==> src/mwir_cfg.svh <==
`ifndef MWIR_CFG_SVH
`define MWIR_CFG_SVH

`define MWIR_WR_DW      8
`define MWIR_RD_DW      64
`define MWIR_WR_AW      6
`define MWIR_RD_AW      4
`define MWIR_MAX_RATIO  4
`define MWIR_BUF_DEPTH  2
`define MWIR_RD_LATENCY 2

`endif

==> src/mwir_pkg.sv <==
`include "mwir_cfg.svh"

package mwir_pkg;

  typedef struct packed {
    logic [`MWIR_WR_AW-1:0] addr;
    logic [`MWIR_WR_DW-1:0] data;
  } mwir_wr_t;

  typedef enum logic [1:0] {
    MWIR_EMPTY = 2'h0,
    MWIR_ONE   = 2'h1,
    MWIR_TWO   = 2'h3
  } mwir_occ_t;

endpackage

==> src/mwir_bank.sv <==
`timescale 1ns/100ps
`include "mwir_cfg.svh"

module mwir_bank import mwir_pkg::*; #(
  parameter int WR_DW = `MWIR_WR_DW,
  parameter int Q_DW  = `MWIR_RD_DW / 2,
  parameter int WR_AW = `MWIR_WR_AW,
  parameter int RD_AW = `MWIR_RD_AW
) (
  input  wire logic             clk,
  input  wire logic             resetn,
  input  wire logic             wrEn,
  input  wire logic [WR_AW-1:0] wrAddr,
  input  wire logic [WR_DW-1:0] wrData,
  input  wire logic             rdEn,
  input  wire logic [RD_AW-1:0] rdAddr,
  output logic      [Q_DW-1:0]  rdData
);

  localparam int LANES = Q_DW / WR_DW;
  localparam int LW    = (LANES > 1) ? $clog2(LANES) : 1;
  localparam int ROWS  = (2 ** (WR_AW - 1)) / LANES;
  localparam int RW    = (ROWS > 1) ? $clog2(ROWS) : 1;

  if (!(LANES == 1 || LANES == 2 || LANES == `MWIR_MAX_RATIO) ||
      Q_DW != LANES * WR_DW) begin : g_bad_ratio
    $error("Bank width ratio must be 1, 1/2 or 1/4.");
  end

  logic [Q_DW-1:0]  mem [ROWS];
  logic [Q_DW-1:0]  rdData_d;
  logic [WR_AW-2:0] localIdx;
  logic [RW-1:0]    wrRow;
  logic [RW-1:0]    rdRow;

  // The address bit that picked this bank is dropped; the rest is local.
  assign localIdx = wrAddr[WR_AW-1:1];
  assign wrRow    = RW'(localIdx >> LW);
  assign rdRow    = rdAddr[RW-1:0];

  // Writes land in one byte lane of one row on the shared clock.
  always_ff @(posedge clk) begin
    if (wrEn) begin
      mem[wrRow][(LANES > 1 ? int'(localIdx) % LANES : 0) * WR_DW +: WR_DW]
        <= wrData;
    end
  end

  // Reads return the stored row only; no write data is forwarded.
  always_comb begin
    rdData_d = rdData;
    if (rdEn) begin
      rdData_d = mem[rdRow];
    end
  end

  always_ff @(posedge clk or negedge resetn) begin
    if (!resetn) begin
      rdData <= '0;
    end else begin
      rdData <= rdData_d;
    end
  end
endmodule // mwir_bank

==> src/mwir_top.sv <==
`timescale 1ns/100ps
`include "mwir_cfg.svh"

module mwir_top import mwir_pkg::*; #(
  parameter int WR_DW = `MWIR_WR_DW,
  parameter int RD_DW = `MWIR_RD_DW,
  parameter int WR_AW = `MWIR_WR_AW,
  parameter int RD_AW = `MWIR_RD_AW
) (
  input  wire logic             clk,
  input  wire logic             resetn,
  input  wire logic             wrReq,
  input  wire mwir_wr_t         wrCmd,
  input  wire logic             rdReq,
  input  wire logic [RD_AW-1:0] rdAddr,
  output logic                  rdReady,
  output logic                  outValid,
  input  wire logic             outReady,
  output logic      [RD_DW-1:0] outData
);

  localparam int HALF_DW = RD_DW / 2;
  localparam int SLICES  = RD_DW / (2 * WR_DW);

  ////////////////////////////////////////////////////////////////////////////
  // Elaboration checks.

  if (WR_DW != `MWIR_WR_DW || WR_AW != `MWIR_WR_AW) begin : g_bad_wr
    $error("Write port width must match the write command struct.");
  end
  if (RD_DW != 8 * WR_DW) begin : g_bad_total
    $error("Read width must be eight times the write width.");
  end
  if (RD_AW < WR_AW - 3) begin : g_bad_rdaw
    $error("Read address too narrow to reach every word.");
  end

  ////////////////////////////////////////////////////////////////////////////
  // Write steering.

  function automatic logic [1:0] bankEnables(input logic req,
                                             input logic lsb);
    bankEnables = {req & lsb, req & ~lsb};
  endfunction

  logic [1:0] wrEnBank;
  assign wrEnBank = bankEnables(wrReq, wrCmd.addr[0]);

  ////////////////////////////////////////////////////////////////////////////
  // Read issue and the two banks.

  logic               rdAccept;
  logic               inFlight_q;
  logic               inFlight_d;
  logic [HALF_DW-1:0] qBankA;
  logic [HALF_DW-1:0] qBankB;

  // A read is taken only when the buffer is sure to have room for it.
  assign rdAccept = rdReq & rdReady;

  always_comb begin
    inFlight_d = rdAccept;
  end

  always_ff @(posedge clk or negedge resetn) begin
    if (!resetn) begin
      inFlight_q <= 1'b0;
    end else begin
      inFlight_q <= inFlight_d;
    end
  end

  // Two 1/4 banks together give the 1/8 ratio.
  mwir_bank #(
    .WR_DW (WR_DW),
    .Q_DW  (HALF_DW),
    .WR_AW (WR_AW),
    .RD_AW (RD_AW)
  ) bankA (
    .clk    (clk),
    .resetn (resetn),
    .wrEn   (wrEnBank[0]),
    .wrAddr (wrCmd.addr),
    .wrData (wrCmd.data),
    .rdEn   (rdAccept),
    .rdAddr (rdAddr),
    .rdData (qBankA)
  );

  mwir_bank #(
    .WR_DW (WR_DW),
    .Q_DW  (HALF_DW),
    .WR_AW (WR_AW),
    .RD_AW (RD_AW)
  ) bankB (
    .clk    (clk),
    .resetn (resetn),
    .wrEn   (wrEnBank[1]),
    .wrAddr (wrCmd.addr),
    .wrData (wrCmd.data),
    .rdEn   (rdAccept),
    .rdAddr (rdAddr),
    .rdData (qBankB)
  );

  ////////////////////////////////////////////////////////////////////////////
  // Rebuild the wide word from the registered bank outputs.

  logic [RD_DW-1:0] rebuilt_read_word;

  for (genvar k = 0; k < SLICES; k++) begin : g_rebuild
    assign rebuilt_read_word[2*k*WR_DW +: WR_DW]     =
      qBankA[k*WR_DW +: WR_DW];
    assign rebuilt_read_word[(2*k+1)*WR_DW +: WR_DW] =
      qBankB[k*WR_DW +: WR_DW];
  end

  ////////////////////////////////////////////////////////////////////////////
  // Two-entry output buffer; the head register drives the output directly.

  mwir_occ_t        occ_q;
  mwir_occ_t        occ_d;
  logic [RD_DW-1:0] head_q;
  logic [RD_DW-1:0] head_d;
  logic [RD_DW-1:0] tail_q;
  logic [RD_DW-1:0] tail_d;
  logic             ready_q;
  logic             ready_d;
  logic             valid_q;
  logic             valid_d;
  logic             push;
  logic             pop;

  assign push = inFlight_q;
  assign pop  = outValid & outReady;

  always_comb begin
    occ_d  = occ_q;
    head_d = head_q;
    tail_d = tail_q;
    case (occ_q)
      MWIR_EMPTY: begin
        if (push) begin
          head_d = rebuilt_read_word;
          occ_d  = MWIR_ONE;
        end
      end
      MWIR_ONE: begin
        if (push && pop) begin
          head_d = rebuilt_read_word;
        end else if (push) begin
          tail_d = rebuilt_read_word;
          occ_d  = MWIR_TWO;
        end else if (pop) begin
          occ_d  = MWIR_EMPTY;
        end
      end
      MWIR_TWO: begin
        if (pop) begin
          head_d = tail_q;
          if (push) begin
            tail_d = rebuilt_read_word;
          end else begin
            occ_d  = MWIR_ONE;
          end
        end
      end
      default: begin
        occ_d = MWIR_EMPTY;
      end
    endcase
    // Room is counted with the read being accepted into the banks this cycle.
    case (occ_d)
      MWIR_EMPTY: ready_d = 1'b1;
      MWIR_ONE:   ready_d = ~inFlight_d;
      default:    ready_d = 1'b0;
    endcase
    valid_d = (occ_d != MWIR_EMPTY);
  end

  always_ff @(posedge clk or negedge resetn) begin
    if (!resetn) begin
      occ_q   <= MWIR_EMPTY;
      head_q  <= '0;
      tail_q  <= '0;
      ready_q <= 1'b0;
      valid_q <= 1'b0;
    end else begin
      occ_q   <= occ_d;
      head_q  <= head_d;
      tail_q  <= tail_d;
      ready_q <= ready_d;
      valid_q <= valid_d;
    end
  end

  assign rdReady  = ready_q;
  assign outValid = valid_q;
  assign outData  = head_q;
endmodule // mwir_top

==> config.mk <==
export PLATFORM = sky130hd
export DESIGN_NAME = mwir_top
export DESIGN_NICKNAME = d
export VERILOG_FILES = /design/src/mwir_pkg.sv /design/src/mwir_bank.sv /design/src/mwir_top.sv
export VERILOG_INCLUDE_DIRS = /design/src /design/src/src
export SDC_FILE = /design/constraint.sdc
export NUM_CORES = 1
export LEC_CHECK = 0
export ABC_AREA = 1
export BUFFER_PORTS_ARGS = -buffer_cell sky130_fd_sc_hd__buf_2
export CAP_MARGIN = 20
export CORE_MARGIN = 10
export CORE_UTILIZATION = 45
export DETAILED_ROUTE_END_ITERATION = 6
export REMOVE_ABC_BUFFERS = 1
export SKIP_CTS_REPAIR_TIMING = 1
export SYNTH_ARGS = -nofsm -noshare
export SYNTH_HDL_FRONTEND = slang
export SYNTH_SLANG_ARGS = --single-unit
==> constraint.sdc <==
create_clock -name clk -period 2.2 [get_ports clk]
set_input_delay 0 -clock clk [delete_from_list [all_inputs] [get_ports clk]]
set_output_delay 0 -clock clk [all_outputs]
set_load 0.1 [all_outputs]
* Word-level counts from Yosys, hierarchy flattened
Memory sizes are Yosys's and may differ from the RTL's. A register that Yosys moved wholly into a read port is not among the register bits. Cells that the tools add are included.
Word-level totals: flip-flop bits (word level) 133, bits in latches 0, bits in writable memories 512, memory bits (read-only) 0, bits of input ports 23, output and inout bits 66, word-level logic and storage cells 54, memories kept 2
Operators by class: add/subtract/negate cells 1, $mul 0, divide/modulo/power cells 0, magnitude comparators 0, eq/ne operators 7, shift operators 2, muxes and demuxes 20, bitwise operators 6, reduce and logical (&&, ||, !) cells 10
Memories:
- bankA.mem | depth 8, width 32, read ports 1, clocked after memory_dff 1, write ports 1, line mwir_bank.sv:30 | logic [Q_DW-1:0] mem [ROWS];
- bankB.mem | depth 8, width 32, read ports 1, clocked after memory_dff 1, write ports 1, line mwir_bank.sv:30
Operators by type and width (count):
- 2-to-1 mux 64 bit | 6
- one-hot mux 64 bit (3 select lines) | 1
- one-hot mux 64 bit (2 select lines) | 1
- 2-to-1 mux 32 bit | 2
- negator 5 -> 33 bit | 1
- variable shift 8 x 33 -> 32 bit (first input constant) | 1
- variable part select 8 x 33 -> 32 bit | 1
- 2-to-1 mux 2 bit | 6
- != test 2 bit (second input constant) | 4
- one-hot mux 2 bit (3 select lines) | 1
- bitwise AND 1 bit | 4
- equality test 2 x 1 -> 1 bit (second input constant) | 2
- zero test 2 bit | 2
- AND reduction 4 bit | 1
- nonzero test 2 bit | 2
- AND reduction 3 bit | 1
- nonzero test 3 bit | 1
- equality test 2 bit (second input constant) | 1
- zero test 1 bit | 2
- 2-to-1 mux 1 bit | 2
- inverter 1 bit | 2
- one-hot mux 1 bit (2 select lines) | 1
- logical AND 1 bit | 1

* Longest topological paths before layout
depth after elaboration 7, mapped depth 10, depth with buffers taken out 7

* Modules after synthesis
From an unflattened synthesis, not the netlist that was laid out.
Second synthesis, totals: cell total of the unflattened synthesis 3261, area, all modules 31134.9 µm²
Modules (own cells, without submodules):
- mwir_bank | times used 2, cells an instance 1228, area each 12419.4 µm², sequential area each 8488.1 µm²
- mwir_top | times used 1, cells an instance 805, area each 6296.0 µm², sequential area each 3328.2 µm²

* Least setup slack after synthesis
OpenSTA, ideal clock, no wires.
path kind register -> register, start register valid_q, in the netlist outValid, end register head_q[50], in the netlist outData[50], library setup time 0.133 ns, data arrival time 1.709 ns, data required time 2.067 ns, setup slack 0.358 ns, cell stages (with the launch flop) 8, buffers on the path 2, period minus slack after synthesis 1.842 ns, cell sequence dfrtp_1 nand2_1 nand2_1 nand2_1 buf_6 buf_6 nand2_1 o21ai_0
On the way: longest elaborated chain between the ends 4, elaborated cells on any way between the ends 5, those cells by class eq/ne: 2; bitwise: 1; reduce/logical: 2
RTL lines:
- from (decl) | line mwir_top.sv:129 | logic valid_q;
- from (signal assigned) | line mwir_top.sv:193 | valid_q <= valid_d;
- bitwise AND 1 bit (*) | line mwir_top.sv:135 | assign pop = outValid & outReady;
- logical AND 1 bit | line mwir_top.sv:149 | if (push && pop) begin
- != test 2 bit (no source line)
- AND reduction 4 bit (no source line) (*)
- to (signal assigned) | line mwir_top.sv:184 | head_q <= '0;
- to (signal assigned) | line mwir_top.sv:190 | head_q <= head_d;
- to (decl) | line mwir_top.sv:123 | logic [RD_DW-1:0] head_q;
Mark *: on every way between the ends. The rest lies on a longest branch, timed or not. A chain may end at the register's enable or synchronous reset.

==> summary.txt <==
Drt
  – Residual DRC: 0
  – Initial DRC count: 1487
  – Final wirelength: 71.24 mm
  – DR vias/cell: 4.915
  – Routed vias: 20380
  – Drt wl/cell: 17.18 um
  – DR pass1 iterations: 5
  – Detail Route Antenna Nets: 0

Timing
  – Final WS setup: 476.2 ps
  – Fmax: 580.1 MHz
  – Max-slew violations: 0
  – RSZ-0062 raised after global routing: no
  – Final Hold Vio Count: 26
  – Final period util: 78.36%
  – Worst Tran Pin Value: 1019 ps
  – Tmin final: 1724 ps
  – Slew margin rel.: 31.79%
  – Hold slack final: -42.18 ps
  – Final setup fails: 0
  – Skew final: 11.63 ps

Die
  – Total die area: 78330 um^2
  – IO Count: 89
  – Starting Density: 45.33%
  – Row count: 95
  – Die width: 279.9 um
  – Die height: 279.9 um
  – Core area: 67040 um^2

Synth
  – Synthesized cell area: 30390 um^2
  – Number of synthesized flops with an enable pin: 512
  – Distinct cells, synth: 23
  – Synth area leaders: edfxtp_1 51%, dfrtp_1 16%, nand2_1 13%
  – Area leader, netlist: edfxtp_1
  – Ys async rst share: 27.79%
  – Synth Area per Inst: 9.944 um^2
  – Cells after Synth: 3056
  – Sequential share of the synthesized area: 66.81%
  – Ys Warns: 0
  – Flops & latches, synth: 709
  – Top FF cell, synth: edfxtp_1
  – Synth top area share: 50.59%

Worst setup path
  – Critical Path AT: 2450 ps
  – CP endpoint kind: asynchronous set/reset pin
  – Max incr delay on CP: 930 ps
  – Worst Path Max Fanout: 57
  – Cell family with the largest share of critical-path delay: buffers and inverters
  – WP buf/inv: 4
  – Worst path depth: 4
  – CP max stage cell: dlygate4sd3_1
  – Critical path class: in -> async
  – Req. time, crit path: 2930 ps
  – Reg2Reg Depth: 7
  – Worst path cell trace: dlygate4sd3_1 > dlygate4sd3_1 > buf_8 > dlygate4sd3_1
  – CP startpoint kind: input port
  – Cell repeated most along the worst path: dlygate4sd3_1

Place
  – Setup Slack @ Placement: 179.2 ps
  – RePlAce Congestion: 0.7959
  – IO buf count: 87
  – Placed Area: 32210 um^2
  – DPL Wire Length: 43.38 mm

Clocking
  – Skew-Pair Late Insertion Delay: 610 ps
  – Clock slew at reported path FFs: 60 ps
  – CTS tree: done
  – Clk sinks: 709
  – Inserted Clock Buffers: 76
  – Clk buf depth: 3
  – H-tree Lvls: 3
  – Root Driver: clkbuf_16

Finish
  – Most frequent cells in the layout: 1018 x nand2_1, 512 x edfxtp_1, 466 x inv_1, 404 x nand3_1, 197 x dfrtp_1
  – Area Growth Syn to Fin: 14.13%
  – Fillers: 5958
  – Cell area after layout: 34680 um^2
  – Area of the multi-input gates: 7310 um^2
  – Most common cell after layout, fill and taps aside: nand2_1
  – Storage cell area: 20300 um^2
  – Share of cells above drive strength 1: 11.28%
  – Nets: 3241

Global routing
  – GRT Total Usage: 18.31%
  – GRT Residual Overflow: 0
  – First-pass GRT wire length: 112.7 mm
  – Antenna violations before repair: 4
  – Largest net degree at the start of global routing: 130
  – Vias in the first global route: 19970

Power
  – Leak: 16.26 nW
  – Worst vdd ir: 984.4 uV
  – PwrDens: 1153 nW/um^2

Run status
  – Violated checks: hold timing
  – Outcome: finished with violations

Min path
  – Hold path depth: 5
  – Tightest Hold Check Type: in -> reg

Job
  – Max-Cap Viols: 0
==> routing by layer <==
layer	part of all wire (%)	vias up	GRT usage [%]
met5	0.039	-	0
met4	2.1	6	5.433
met3	6.0	105	2.837
met2	47	516	29.97
met1	45	9701	24.92
li1	-	10050	-
==> layout make-up <==
type / count / share of cell area, %
well taps: 873 / 3.149
diodes: 1 / 0.007215
multi-input cells: 1722 / 21.08
clock buffers: 104 / 6.360
clock inverters: 33 / 0.6313
flip-flops and latches: 709 / 58.54
inverters: 471 / 5.115
repair buffers: 233 / 5.119
==> cell usage after synthesis (2+ instances only) <==
master / count
a21oi_1: 24
nand3_1: 404
edfxtp_1: 512
buf_2: 62
buf_1: 13
a21oi_2: 20
dfrtp_1: 197
buf_6: 38
nand2_1: 1020
nor3_1: 3
ha_1: 5
inv_1: 468
inv_2: 2
o21ai_0: 81
buf_4: 15
o21ai_1: 24
clkbuf_1: 24
nor2_1: 139
==> power breakdown <==
group / internal (mW) / switching [mW] / total [mW]
Clock: 7.25 / 5.07 / 12.3
Combinational: 2.30 / 8.33 / 10.6
Sequential: 16.1 / 0.905 / 17.0
Total: 25.7 / 14.3 / 40.0
==> worst register-to-register path, stage by stage, from the launching register on <==
cell     delay, ps
dfrtp_1        370
nand2_1         90
nand2_1        140
nand2_1        170
nand3_4        260
buf_4          330
nor2_1         140
a21oi_1         50
==> path summary, 6_finish.rpt <==
check	slack, ps	from	endpoint
hold reg to reg	470	outData[12]	outData[12]
min in group asynchronous	480	resetn	tail_q[3]
setup reg to reg	530	outValid	tail_q[40]
max in group clk	530	outValid	tail_q[40]
setup / recovery	480	resetn	bankA.rdData[0]
hold / removal	-40	rdReq	bankB.rdData[9]
==> sequential cells by signal, summed over array words and instances, names as in the netlist <==
name and count:
inFlight_q 1, outData 64, outValid 1, bankB.mem 256
bankA.rdData 32, bankA.mem 256, rdReady 1, bankB.rdData 32
occ_q 2, tail_q 64
==> metrics by stage <==
stage               hold WS, ps  setup TNS [ps]  utilization, %  cells  total power [mW]
floorplan                -295.6         -269760               -   2902             25.20
global placement          8.209               0           48.04   4003             27.83
detailed placement        12.75               0           48.04   4003             28.07
CTS                      -643.5               0           51.66   4140             40.46
global route              1.185               0           51.74   4146             42.12
finish                   -42.18               0           51.74   4146             39.98
==> cells by family after synthesis <==
group	after synthesis	synth area share (%)
AOI/OAI and AO/OA	149	2.701
adders and majority gates	5	0.2059
buffers and inverters	625	9.206
DFF	709	66.81
and+or+nand+nor	1568	21.07
Note: power is estimated with default switching activity, not from simulation.
